File: config.mk
export PLATFORM = sky130hd
export DESIGN_NAME = csml_subsys_end_flat
export DESIGN_NICKNAME = d
export VERILOG_FILES = /design/src/csml_pkg.sv /design/src/csml_link_if.sv /design/src/csml_subsys_end.sv /design/src/flat_wrapper.sv
export SDC_FILE = /design/constraint.sdc
export NUM_CORES = 1
export LEC_CHECK = 0
export ABC_AREA = 1
export ABC_CLOCK_PERIOD_IN_PS = 7210
export BUFFER_PORTS_ARGS = -buffer_cell sky130_fd_sc_hd__buf_4
export CORE_MARGIN = 4
export CORE_UTILIZATION = 41
export DETAILED_ROUTE_END_ITERATION = 16
export GPL_TIMING_DRIVEN = 0
export SLEW_MARGIN = 5
export SYNTH_ARGS = -nofsm -noshare
export SYNTH_HDL_FRONTEND = slang
export SYNTH_SLANG_ARGS = --single-unit
File: constraint.sdc
create_clock -name clk_in -period 7.21 [get_ports clk_in]
set_input_delay 0 -clock clk_in [delete_from_list [all_inputs] [get_ports clk_in]]
set_output_delay 0 -clock clk_in [all_outputs]
set_load 0.02 [all_outputs]
File: src/csml_pkg.sv
// shared constants for the certificate service message link
package csml_pkg;
  // ---------------------------------------------------------------
  // register window and offsets
  // ---------------------------------------------------------------
  localparam logic [31:0] CSML_BASE_ADDR = 32'h4001_6000;
  localparam logic [31:0] CSML_END_ADDR = 32'h4001_6fff;
  localparam logic [11:0] CSML_OFF_CONTROL = 12'h000;
  localparam logic [11:0] CSML_OFF_STATUS = 12'h004;
  localparam logic [11:0] CSML_OFF_INT_MASK = 12'h008;
  localparam logic [11:0] CSML_OFF_BYTE_PAY = 12'h010;
  localparam logic [11:0] CSML_OFF_WORD_PAY = 12'h014;
  localparam logic [11:0] CSML_OFF_BEGIN_BYTE = 12'h018;
  localparam logic [11:0] CSML_OFF_BEGIN_WORD = 12'h01c;
  // ---------------------------------------------------------------
  // field positions and reset values
  // ---------------------------------------------------------------
  localparam int CSML_CTL_WIDTH_BIT = 2;
  localparam int CSML_CTL_ENABLE_BIT = 4;
  localparam int CSML_CTL_SELF_RETURN_BIT = 5;
  localparam int CSML_STAT_TX_READY_BIT = 0;
  localparam int CSML_STAT_RX_READY_BIT = 1;
  localparam int CSML_MASK_RX_READY_BIT = 1;
  localparam logic [7:0] CSML_CONTROL_RESET = 8'h00;
  localparam logic [7:0] CSML_MASK_RESET = 8'h00;
  localparam int CSML_QUEUE_DEPTH = 8;
  // ---------------------------------------------------------------
  // service framing
  // ---------------------------------------------------------------
  localparam logic [7:0] CSML_CMD_CERT = 8'h00;
  localparam logic [7:0] CSML_STATUS_OK = 8'h00;
  localparam int CSML_CERT_BYTES = 768;
  localparam int CSML_ISSUER_ID_BYTES = 9;
  localparam int CSML_REQ_BYTES = 5;
  localparam int CSML_RSP_BYTES = 6;
endpackage

File: src/csml_link_if.sv
// byte stream link between subsystem end and controller end
interface csml_link_if;
  logic [7:0] req_data;
  logic req_valid;
  logic req_first;
  logic req_ready;
  logic [7:0] rsp_data;
  logic rsp_valid;
  logic rsp_first;
  logic rsp_ready;
  modport subsys (output req_data, output req_valid, output req_first,
    input req_ready, input rsp_data, input rsp_valid, input rsp_first,
    output rsp_ready);
  modport ctrl (input req_data, input req_valid, input req_first,
    output req_ready, output rsp_data, output rsp_valid,
    output rsp_first, input rsp_ready);
endinterface

File: src/csml_subsys_end.sv
// subsystem end: register bank, queues and framing
module csml_subsys_end
  import csml_pkg::*;
#(
  parameter int DEPTH = CSML_QUEUE_DEPTH
) (
  // clock and reset
  input wire logic clk_in,
  input wire logic reset_in,
  // register port, one transfer per cycle
  input wire logic sel_in,
  input wire logic write_in,
  input wire logic [31:0] addr_in,
  input wire logic [31:0] wdata_in,
  output logic [31:0] rdata_out,
  output logic ready_out,
  output logic error_out,
  // interrupt
  output logic link_interrupt_out,
  // link
  csml_link_if.subsys link
);
  import csml_pkg::*;
  localparam int AW = $clog2(DEPTH);
  // ---------------------------------------------------------------
  // registers
  // ---------------------------------------------------------------
  logic [7:0] control_r;
  logic [7:0] mask_r;
  logic [7:0] last_byte_r;
  logic [31:0] last_word_r;
  logic in_win;
  logic [11:0] off;
  logic wr;
  logic rd;
  logic self_ret;
  logic enabled;
  logic word_mode;

  assign in_win = (addr_in >= CSML_BASE_ADDR) && (addr_in <= CSML_END_ADDR);
  assign off = addr_in[11:0];
  assign wr = sel_in && write_in && in_win;
  assign rd = sel_in && !write_in && in_win;
  assign ready_out = sel_in;
  assign error_out = sel_in && !in_win;
  assign self_ret = !control_r[CSML_CTL_SELF_RETURN_BIT];
  assign enabled = control_r[CSML_CTL_ENABLE_BIT];
  assign word_mode = control_r[CSML_CTL_WIDTH_BIT];

  // ---------------------------------------------------------------
  // transmit queue
  // ---------------------------------------------------------------
  logic [7:0] tx_mem [DEPTH];
  logic [DEPTH-1:0] tx_first;
  logic [AW:0] tx_wp_r;
  logic [AW:0] tx_rp_r;
  logic [AW:0] tx_cnt;
  // self_return_bit pops only into free receive space
  logic rx_room;
  logic tx_push;
  logic tx_ready;
  logic tx_pop;
  logic [AW:0] push_n;
  logic is_begin;
  logic [31:0] push_val;

  assign tx_cnt = tx_wp_r - tx_rp_r;
  assign push_n = word_mode ? (AW+1)'(4) : (AW+1)'(1);
  assign tx_ready = enabled &&
    ((AW+1)'(DEPTH) - tx_cnt >= push_n);
  assign is_begin = (off == CSML_OFF_BEGIN_BYTE) ||
    (off == CSML_OFF_BEGIN_WORD);
  assign tx_push = wr && tx_ready && (is_begin ||
    off == CSML_OFF_BYTE_PAY || off == CSML_OFF_WORD_PAY);
  assign push_val = wdata_in;

  always_ff @(posedge clk_in or posedge reset_in) begin
    if (reset_in) begin
      tx_wp_r <= '0;
      tx_first <= '0;
    end else if (tx_push) begin
      // writes while not ready are dropped; software polls first
      for (int i = 0; i < 4; i++) begin
        if (i < int'(push_n)) begin
          tx_mem[AW'(tx_wp_r + (AW+1)'(i))] <= push_val[8*i +: 8];
          tx_first[AW'(tx_wp_r + (AW+1)'(i))] <= is_begin && (i == 0);
        end
      end
      tx_wp_r <= tx_wp_r + push_n;
    end
  end

  assign link.req_valid = (tx_cnt != '0) && !self_ret;
  assign link.req_data = tx_mem[AW'(tx_rp_r)];
  assign link.req_first = tx_first[AW'(tx_rp_r)];
  assign tx_pop = (tx_cnt != '0) && (self_ret ? rx_room : link.req_ready);

  always_ff @(posedge clk_in or posedge reset_in) begin
    if (reset_in) begin
      tx_rp_r <= '0;
    end else if (tx_pop) begin
      tx_rp_r <= tx_rp_r + (AW+1)'(1);
    end
  end

  // ---------------------------------------------------------------
  // receive queue, fed by link or by self_return_bit
  // ---------------------------------------------------------------
  logic [7:0] rx_mem [DEPTH];
  logic [AW:0] rx_wp_r;
  logic [AW:0] rx_rp_r;
  logic [AW:0] rx_cnt;
  logic rx_push;
  logic [7:0] rx_in;
  logic rx_pop;
  logic rx_ready;

  assign rx_cnt = rx_wp_r - rx_rp_r;
  assign rx_room = rx_cnt != (AW+1)'(DEPTH);
  assign link.rsp_ready = rx_room && !self_ret;
  assign rx_push = self_ret ? tx_pop : (link.rsp_valid && rx_room);
  assign rx_in = self_ret ? tx_mem[AW'(tx_rp_r)] : link.rsp_data;
  assign rx_ready = rx_cnt != '0;
  assign rx_pop = rd && rx_ready && (off == CSML_OFF_BYTE_PAY);

  always_ff @(posedge clk_in or posedge reset_in) begin
    if (reset_in) begin
      rx_wp_r <= '0;
    end else if (rx_push) begin
      rx_mem[AW'(rx_wp_r)] <= rx_in;
      rx_wp_r <= rx_wp_r + (AW+1)'(1);
    end
  end

  always_ff @(posedge clk_in or posedge reset_in) begin
    if (reset_in) begin
      rx_rp_r <= '0;
    end else if (rx_pop) begin
      rx_rp_r <= rx_rp_r + (AW+1)'(1);
    end
  end

  // ---------------------------------------------------------------
  // control registers and read back
  // ---------------------------------------------------------------
  always_ff @(posedge clk_in or posedge reset_in) begin
    if (reset_in) begin
      control_r <= CSML_CONTROL_RESET;
      mask_r <= CSML_MASK_RESET;
      last_byte_r <= 8'h00;
      last_word_r <= 32'h0000_0000;
    end else if (wr) begin
      if (off == CSML_OFF_CONTROL) control_r <= wdata_in[7:0];
      if (off == CSML_OFF_INT_MASK) mask_r <= wdata_in[7:0];
      if (off == CSML_OFF_BEGIN_BYTE) last_byte_r <= wdata_in[7:0];
      if (off == CSML_OFF_BEGIN_WORD) last_word_r <= wdata_in;
    end
  end

  always_ff @(posedge clk_in or posedge reset_in) begin
    if (reset_in) begin
      rdata_out <= 32'h0000_0000;
    end else if (rd) begin
      unique case (off)
        CSML_OFF_CONTROL: rdata_out <= {24'h000000, control_r};
        CSML_OFF_STATUS: rdata_out <= {30'h00000000, rx_ready,
          tx_ready};
        CSML_OFF_INT_MASK: rdata_out <= {24'h000000, mask_r};
        CSML_OFF_BYTE_PAY: rdata_out <= {24'h000000, rx_mem[AW'(rx_rp_r)]};
        CSML_OFF_BEGIN_BYTE: rdata_out <= {24'h000000, last_byte_r};
        CSML_OFF_BEGIN_WORD: rdata_out <= last_word_r;
        default: rdata_out <= 32'h0000_0000;
      endcase
    end
  end

  // one line to irq 19 in the processor
  always_ff @(posedge clk_in or posedge reset_in) begin
    if (reset_in) begin
      link_interrupt_out <= 1'b0;
    end else begin
      link_interrupt_out <= rx_ready &&
        mask_r[CSML_MASK_RX_READY_BIT];
    end
  end
endmodule

File: src/flat_wrapper.sv
// flat-port wrapper written by rule: the top's interface ports become plain ports
module csml_subsys_end_flat import csml_pkg::*;
#(
  parameter int DEPTH = CSML_QUEUE_DEPTH
)
  (clk_in, reset_in, sel_in, write_in, addr_in, wdata_in, rdata_out, ready_out, error_out, link_interrupt_out, link_req_data, link_req_valid, link_req_first, link_req_ready, link_rsp_data, link_rsp_valid, link_rsp_first, link_rsp_ready);
  csml_link_if link_i ();
  input wire logic clk_in;
  input wire logic reset_in;
  input wire logic sel_in;
  input wire logic write_in;
  input wire logic [31:0] addr_in;
  input wire logic [31:0] wdata_in;
  output logic [31:0] rdata_out;
  output logic ready_out;
  output logic error_out;
  output logic link_interrupt_out;
  output wire logic [$bits(link_i.req_data)-1:0] link_req_data;
  output wire logic [$bits(link_i.req_valid)-1:0] link_req_valid;
  output wire logic [$bits(link_i.req_first)-1:0] link_req_first;
  input wire logic [$bits(link_i.req_ready)-1:0] link_req_ready;
  input wire logic [$bits(link_i.rsp_data)-1:0] link_rsp_data;
  input wire logic [$bits(link_i.rsp_valid)-1:0] link_rsp_valid;
  input wire logic [$bits(link_i.rsp_first)-1:0] link_rsp_first;
  output wire logic [$bits(link_i.rsp_ready)-1:0] link_rsp_ready;
  assign link_req_data = link_i.req_data;
  assign link_req_valid = link_i.req_valid;
  assign link_req_first = link_i.req_first;
  assign link_i.req_ready = link_req_ready;
  assign link_i.rsp_data = link_rsp_data;
  assign link_i.rsp_valid = link_rsp_valid;
  assign link_i.rsp_first = link_rsp_first;
  assign link_rsp_ready = link_i.rsp_ready;
  csml_subsys_end #(.DEPTH(DEPTH)) u_core (.clk_in(clk_in), .reset_in(reset_in), .sel_in(sel_in), .write_in(write_in), .addr_in(addr_in), .wdata_in(wdata_in), .rdata_out(rdata_out), .ready_out(ready_out), .error_out(error_out), .link_interrupt_out(link_interrupt_out), .link(link_i));
endmodule
==> results of run 1 <==
## cells in the mapped netlist (13+ instances only)
cell	n
inv_1	74
nand4_1	139
buf_1	18
edfxtp_1	128
o21ai_0	151
mux2_2	14
nand2_1	484
dfrtp_1	113
a21oi_1	29
nor2_1	166
nor3_1	36
ha_1	17
clkbuf_1	86
a31oi_1	13
buf_2	13
o22ai_1	16
nand3_1	169
## how the worst min path moves through the flow
| stage | depth (start not counted) | startpoint | end |
|---|---|---|---|
| after floorplan | 1 | sel_in | ready_out |
| after global placement | 3 | sel_in | ready_out |
| after detailed placement | 3 | sel_in | ready_out |
| after CTS | 7 | wdata_in[2] | u_core.tx_mem[6][2]$_DFFE_PP_ |
| after global routing | 5 | wdata_in[3] | u_core.tx_mem[0][3]$_DFFE_PP_ |
| final | 7 | wdata_in[2] | u_core.tx_mem[6][2]$_DFFE_PP_ |
## worst min-delay path, stage by stage
cell and delay [ns]:
buf_4 0.08, inv_1 0.05, nand2_1 0.06, nand3_1 0.07, nand2_1 0.07, nand2_1 0.05, nand2_1 0.06
## repair_timing
item | CTS | global route
endpoints found under the hold margin | 35 | 0
setup endpoints to repair | 0 | 0
hold buffers | 10 | 0
## power by group through the flow
stage	sequential (W)	clock, W	combinational, W
4_1_cts	0.00145	0.00141	0.000198
3_3_place_gp	0.00148	0	0.000187
3_5_place_dp	0.00148	0	0.000193
6_report	0.00145	0.00139	0.000200
2_1_floorplan	0.00148	0	0.0000917
5_1_grt	0.00145	0.00147	0.000215
## metrics by stage
| step | TNS (ns) | power [W] | hold WS (ns) | util (%) | std cells |
|---|---|---|---|---|---|
| 2_1_floorplan | 0 | 0.001569 | 0.1126 | - | 1781 |
| 6_report | 0 | 0.003040 | 0.005545 | 48.58 | 2404 |
| 5_1_grt | 0 | 0.003132 | 0.02951 | 48.58 | 2404 |
| 3_3_place_gp | -194.75 | 0.001664 | 0.3251 | 45.41 | 2342 |
| 4_1_cts | 0 | 0.003052 | 0.004831 | 48.53 | 2404 |
| 3_5_place_dp | 0 | 0.001670 | 0.3283 | 45.63 | 2344 |
## kinds of logic after synthesis
group,count (synthesis),synth area share [%]
xor+xnor,19,1.165
fa+ha+maj,18,1.629
mux,14,1.104
compound gates,238,9.233
flops,241,46.71
buf+inv,221,6.587
simple gates,1030,33.58
## cells in the final DEF, fill, tap and decap left out, drive strengths merged, types with 2 or more instances in the layout
| cell | instances |
|---|---|
| dfrtp | 113 |
| nor2 | 177 |
| dlygate4sd3 | 10 |
| a31oi | 13 |
| o21ai | 153 |
| mux2 | 14 |
| nand4 | 146 |
| bufinv | 2 |
| nand2 | 486 |
| a21oi | 29 |
| clkinv | 19 |
| ha | 17 |
| xor2 | 11 |
| nor3 | 41 |
| o22ai | 16 |
| a22o | 2 |
| o211ai | 11 |
| inv | 79 |
| clkbuf | 123 |
| nand3b | 2 |
| buf | 154 |
| edfxtp | 128 |
| nand3 | 177 |
| clkinvlp | 2 |
| xnor2 | 8 |
| a221oi | 6 |
| o221ai | 5 |
## cell type report
type	instances	area, µm²	share of cell area, %
Clock buffer	37	763.2	4.559
Multi-Input combinational cell	1319	6706	40.06
Clock inverter	13	135.1	0.8072
Timing Repair Buffer	118	950.9	5.680
Buffer	132	610.6	3.647
Inverter	89	334.1	1.996
Sequential cell	241	6671	39.85
Tap cell	455	569.3	3.401
## per-layer routing
layer | GRT usage, % | up-vias | share of wire [%]
met1 | 36.19 | 6592 | 41
met2 | 44.11 | 623 | 47
met5 | 0 | - | 0
li1 | - | 6455 | -
met4 | 10.36 | 0 | 4.3
met3 | 5.339 | 126 | 8.3
## state kept, by name, indices dropped and copies added, names as in the netlist
| name | count |
|---|---|
| u_core.rx_rp_r | 4 |
| u_core.tx_wp_r | 4 |
| u_core.tx_first | 8 |
| u_core.link_interrupt_out | 1 |
| u_core.last_word_r | 32 |
| u_core.control_r | 8 |
| u_core.mask_r | 8 |
| u_core.rdata_out | 32 |
| u_core.tx_mem | 64 |
| u_core.last_byte_r | 8 |
| u_core.rx_mem | 64 |
| u_core.rx_wp_r | 4 |
| u_core.tx_rp_r | 4 |
==> results.txt, run 1 <==
Number of hold violations in the final report: 0. The die is 194.7 µm wide. The initialized floorplan defines 68 standard-cell rows. The number of antenna violations at the first check in global routing is 0. STA classifies the critical path startpoint as a flip-flop. The tools report the layout net count as 2025.

The worst hold-check path type is input port to flip-flop. Once detailed placement completed, the half-perimeter wirelength came to 39.89 mm. Setup violations remaining at the end of the flow were counted as 0. Of the cells placed in the final design, the portion with a size suffix greater than 1 is 12.26%. The die is 194.7 µm tall. The run gives 45.7% as the proportion of power drawn by the clock network. The worst stage delay on the critical path came out at 0.65 ns. In the synthesized netlist the dominant register cell turns out to be edfxtp_1.

Counting every instance in the synthesized netlist gives 1781. The final layout contains routed wiring with a total length of 53.17 mm. The DRC violation total after the first TritonRoute iteration was 1719; the post-layout minimum cycle time was 4.651 ns. After clock tree synthesis, the clock-pin slew on the worst setup and hold paths is 0.06 ns. The minimum setup slack among reg-to-reg paths was 2.56 ns; the number of logic stages on the critical path including buffering was 15. The logs give 1878 for the net count after synthesis and 0 for the count of max-cap constraint violations.

The cell area power density is 181.6 mW/mm², and the area added between synthesis and finish is 17.20%. The core outline area came out at 0.03446 mm². The tools report the achievable frequency as 215.0 MHz.

VDD sags by at most 0.1536 mV. Number of register bits inferred by synthesis: 241. Dominant cell type by count on the critical path: ha_1.

The worst register-to-register path ends at u_core.tx_mem[2][0]$_DFFE_PP_. Grouping stages by cell kind, the critical path spends the most delay in simple AND/OR/NAND/NOR gates. The critical path is of the flip-flop to flip-flop type.

The flow ran to the end, and the final reports show no timing, DRC or antenna violations. Data on the critical path arrives at its endpoint at 4.74 ns. The fraction of synthesis flops using an asynchronous set or reset pin is 46.89%. The tools report the total grt overflow as 0. The analysis attributes to net switching a power of 0.0007157 W. The run gives 0.56 ns as the latest clock arrival within the worst-skew pair. After synthesis, flip-flops and latches occupy 46.71% of the total area.

The share of total power dissipated in combinational logic is 6.6%. In the routed layout, each cell is associated on average with a via count of 5.739. Once placement finished, the instance area stood at 0.01572 mm². Launching instance or port of the critical path: u_core.tx_wp_r[0]$_DFFE_PP0N_. Clock tree synthesis inserted a total of 27 buffers. Setup repair after global routing left no endpoint under its margin. The post-detailed-route DRC marker count was 0. Post-CTS timing repair inserted 0 buffers for setup.

The largest net degree at the start of global routing came out at 52. TritonCTS built the clock tree. The tools report the termination of the worst setup path as u_core.tx_mem[2][0]$_DFFE_PP_. Clock tree synthesis selected as its root buffer the cell clkbuf_16.

On the final layout, the worst clock skew is 0.01568 ns. The tools report the all-layer global routing usage as 27.18%. The filler cells instantiated in the layout total 3412. The tools report the post-detailed-route count of antenna-violating nets as 0.

The logs give 13444 for the number of global-route vias before repair and 47.7% for the fraction of power consumed by sequential logic. The floorplan step defined a die boundary enclosing 0.03789 mm². After routing the design area is 0.01674 mm². Summing over every cut layer, the via total after detailed routing is 13796. The clock sink total was 241. Data on the critical path is required at its endpoint by 7.30 ns. The cell with the biggest individual delay on the critical path is nand4_1. The combined buffer and inverter count along the critical path is 4.

Global-route wire length before repair: 79.62 mm. The largest buffer count on any clock path came out at 3. After synthesis, the netlist uses 45 different library cells.

The share of the clock period used by the worst path is 64.51%, and the count of buffers from port buffering is 106. After synthesis the cells add up to 0.01428 mm². The total count of max-transition violations in the final report is 0. The first TritonRoute pass finished after 6 iterations. Cell internal power was estimated by the tool at 0.002324 W. Yosys mapped a number of flops with a built-in enable equal to 128.

For the worst flop-to-flop path, the logic depth is 15. The critical path capture point type is a flip-flop. The depth of the CTS H-tree was 1; the per-cell routed wire length was 22.12 µm. The measured slew at the worst slew-check pin came out at 1.353 ns. In this run the mean area of a mapped cell was 8.020 µm².

The critical path goes through inv_1 > buf_2 > ha_1 > fa_1 > ha_1 > xor2_1 > inv_1 > ha_1 > a21oi_1 > nand3_2 > nand2_2 > nor2_8 > nand4_1 > clkbuf_1 > nand4_1. In this run the tightest slew margin relative to its limit is 9.099%. The number of diodes is 0.

The fraction of power spent switching nets is 23.54%, and the final estimated routing congestion in global placement is 1.010. The logs give 0 for the post-cts gate resize count and 7.243 nW for the leakage power figure. Along the worst path, the maximum fanout reaches 11. By area the synthesized netlist is led by edfxtp_1 (27%), dfrtp_1 (20%), nand2_1 (13%).

Across all setup checks in the final design, the least slack found is 2.559 ns. The count of yosys warnings during synthesis was 0; the number of I/O pins was 125. The post-synthesis cell type with the largest combined area was edfxtp_1. The share of Yosys cell area claimed by the top area cell type is 26.91%.

The logs give 41.45% for the initial core utilization and 2.625 ns for the worst slack after detailed placement. The tools report the beginning of the worst register-to-register path as u_core.tx_wp_r[0]$_DFFE_PP0N_.
Power figures use the tool's default switching activity.
==> run 2: changes to the inputs <==
Settings changed: ABC_CLOCK_PERIOD_IN_PS 7210 to 3900.
Clock period 7.21 ns to 3.9 ns, I/O delays scaled along.
==> results.txt, run 2 (synthesis results as in run 1) <==
The tools report the number of antenna violations at the first check in global routing as 1 (+1). Number of cells on the worst hold path: 4 (-3). The final worst slack came out at 0.1202 ns (-2.439 ns). The fraction of power spent switching nets came out at 23.00% (-0.54 points). The number of diodes was 0 (unchanged); the worst stage delay on the critical path was 0.45 ns (-0.20 ns). Number of hold violations in the final report: 0 (unchanged).

The final estimated routing congestion in global placement was 1.047 (+3.7%). The final cell count without fillers is 2416 (+0.50%), and the core outline area is 0.03446 mm² (unchanged). Setup repair after global routing could not meet its margin everywhere.

STA classifies the critical path endpoint as a flip-flop. The post-detailed-routing wire length is 52.66 mm (-0.97%), and the cell area power density is 321.0 mW/mm² (+77%). The all-layer global routing usage was 26.70% (-0.48 points); the proportion of layout cells with a drive suffix above 1 was 13.92% (+1.7 points). The tools report the final core area utilization as 49.37% (+0.78 points).

The die span in x was 194.7 µm (unchanged); the global-route wire length before repair was 78.92 mm (-0.88%). The run gives 0.004205 W (+81%) as the internal power contribution. DRC violation total after the first TritonRoute iteration: 1574 (-8.4%). The logic gate share of total power came out at 6.8% (+0.2 points). The min-delay analysis places its worst path in the category input port to flip-flop.

The tools report the total via count after detailed routing as 13883 (+0.63%). For the post-detailed-route count of antenna-violating nets, the log shows 0 (unchanged). Number of I/O pins: 125 (unchanged). The clock sink total was 241 (unchanged); the proportion of power drawn by the clock network was 44.1% (-1.6 points). The tools report the fraction of power consumed by sequential logic as 49.1% (+1.4 points). STA classifies the critical path startpoint as a flip-flop.

The run gives 39.30 mm (-1.5%) as the post-detailed-placement half-perimeter wirelength. The largest buffer count on any clock path is 3 (unchanged), and the count of buffers from port buffering is 106 (unchanged). The tools report the worst slew slack as a fraction of its limit as 6.202% (-2.9 points).

For the depth of the CTS H-tree, the log shows 1 (unchanged). The initial core utilization came out at 41.45% (unchanged). By startpoint and endpoint, the worst setup path is classified as flip-flop to flip-flop. The signal on the critical path passes through inv_4 > buf_8 > ha_2 > fa_1 > ha_1 > xor2_1 > inv_1 > ha_1 > a21oi_2 > nand3_2 > nand2_4 > nor2_8 > buf_12 > buf_12 > buf_6 > nand4_1 > nand3_1 > nand2_1 > nand2_1 > nand2_1. The number of CTS-inserted buffers was 26 (-3.7%); the post-detailed-route via-to-cell ratio was 5.746 (+0.13%). The total grt overflow was 0 (unchanged); the die height was 194.7 µm (unchanged).

In the final layout, the registers with the most flip-flops are u_core.rx_mem x64, u_core.tx_mem x64. The cell total after placement is 2343 (-0.043%). The final number of setup-violating endpoints is 0 (unchanged). The per-cell routed wire length was 21.79 µm (-1.5%); the depth of the worst register-to-register path was 20 (+5). The post-route setup TNS is 0 ns (unchanged). The layout net count was 2038 (+0.64%); the worst-case vdd ir drop was 0.2738 mV (+78%). Latest clock arrival within the worst-skew pair: 0.55 ns (about the same). The number of detailed-routing iterations run before antenna repair is 5 (-1).

The cell that appears most often on the critical path is nand2_1. The share of the clock period used by the worst path was 96.92% (+32 points). The logs give 4.05 ns (-0.69 ns) for the critical path arrival and 96 (+85%) for the largest net degree at the start of global routing. The overall power of the completed layout came out at 0.005461 W (+80%). The post-layout minimum cycle time is 3.780 ns (-0.8712 ns). The tools report the achievable frequency as 264.6 MHz (+23%). The logs give 0.02453 ns (+0.008852 ns) for the worst-case clock skew and 0 (unchanged) for the count of max-cap constraint violations. The cell with the biggest individual delay on the critical path is dfrtp_2.

The maximum fanout along the worst path came out at 11 (unchanged). The tools report the total count of max-transition violations in the final report as 0 (unchanged). The area added between synthesis and finish is 19.10%, and the number of global-route vias before repair is 13153 (-2.2%). The die footprint was 0.03789 mm² (unchanged). The post-detailed-route DRC marker count was 0 (unchanged); the worst slack after detailed placement was -0.5808 ns (-3.206 ns).

The run finished with clean final reports. For the total net switching power, the log shows 0.001256 W (+75%). The top cell types in the final layout, fill and taps aside, are nand2_1 (475), nor2_1 (165), nand3_1 (161). For the row count, the log shows 68 (unchanged).

Measured slew at the worst slew-check pin: 1.396 ns (+0.04312 ns). The clock transition at the registers of the reported paths works out to 0.06 ns (about the same). The run gives 7.396 nW (+2.1%) as the leakage power figure. TritonCTS built the clock tree. The root buffer cell chosen for the clock tree is clkbuf_16. The library cell used most frequently in the layout, excluding fill and tap cells, is nand2_1. Required time reported for the critical path endpoint: 4.17 ns (-3.13 ns).
run 2: changes by cell type in the layout (fill, tap and decap cells not counted), moves of 8 or more:
cell     before  now
buf_4       113  123
nand2_1     484  475
nand2_2       2   10
nand3_1     169  161
nand3_2       3   11
run 2: worst max-delay path: cells and delay by family, from the launching register on:
kind | cells | cell delay (ns)
flops | 1 | 0.45
xor+xnor | 1 | 0.15
fa+ha+maj | 4 | 1.13
compound gates | 1 | 0.07
buf+inv | 6 | 0.76
simple gates | 8 | 0.96
run 2: timing repair:
action,CTS,global route
pin swaps,4,18
hold buffers,9,0
buffers inserted,5,11
endpoints found under the setup margin,152,191
hold endpoints to repair,32,0
gates cloned,0,1
gates resized for setup,16,28
run 2: metal layers:
layer	track usage, %	vias to the layer above	share of wire [%]
met5	0	-	0.013
met4	10.00	2	4.1
met3	4.125	115	8.5
met2	43.02	635	46
met1	36.62	6643	41
li1	-	6488	-
run 2: path summary, 6_finish.rpt:
kind | startpoint | to | slack, ns
setup / recovery | u_core.tx_wp_r[0]$_DFFE_PP0N_ | u_core.tx_mem[1][1]$_DFFE_PP_ | 0.12
hold reg to reg | u_core.last_word_r[1]$_DFFE_PP0P_ | u_core.last_word_r[1]$_DFFE_PP0P_ | 0.49
hold / removal | link_req_ready | u_core.tx_rp_r[0]$_DFFE_PP0P_ | 0.009
setup reg to reg | u_core.tx_wp_r[0]$_DFFE_PP0N_ | u_core.tx_mem[1][1]$_DFFE_PP_ | 0.12
min in group asynchronous | reset_in | u_core.tx_first[0]$_DFFE_PP0N_ | 0.63
max in group asynchronous | reset_in | u_core.control_r[0]$_DFFE_PP0P_ | 2.50
run 2: area by class of cell:
cell class / count / area, µm²
Sequential cell: 241 / 6674
Fill cell: 3359 / 17450
Buffer: 131 / 639.4
Tap cell: 455 / 569.3
Clock inverter: 6 / 96.34
Clock buffer: 42 / 730.7
Timing Repair Buffer: 132 / 1121
Inverter: 89 / 336.6
Multi-Input combinational cell: 1320 / 6844
run 2: power by group through the flow:
stage / registers [W] / clock network [W] / logic, W
floorplan: 0.00273 / 0 / 0.000170
global placement: 0.00273 / 0 / 0.000348
detailed placement: 0.00273 / 0 / 0.000354
CTS: 0.00268 / 0.00244 / 0.000362
global route: 0.00268 / 0.00256 / 0.000400
finish: 0.00268 / 0.00241 / 0.000372
run 2: metrics by stage:
stage | hold slack [ns] | instance area, µm²
after floorplan | 0.1126 | 14290
after global placement | 0.3268 | 15650
after detailed placement | 0.3291 | 15710
after CTS | 0.004274 | 16730
after global routing | 0.01801 | 17010
final | 0.008844 | 17010
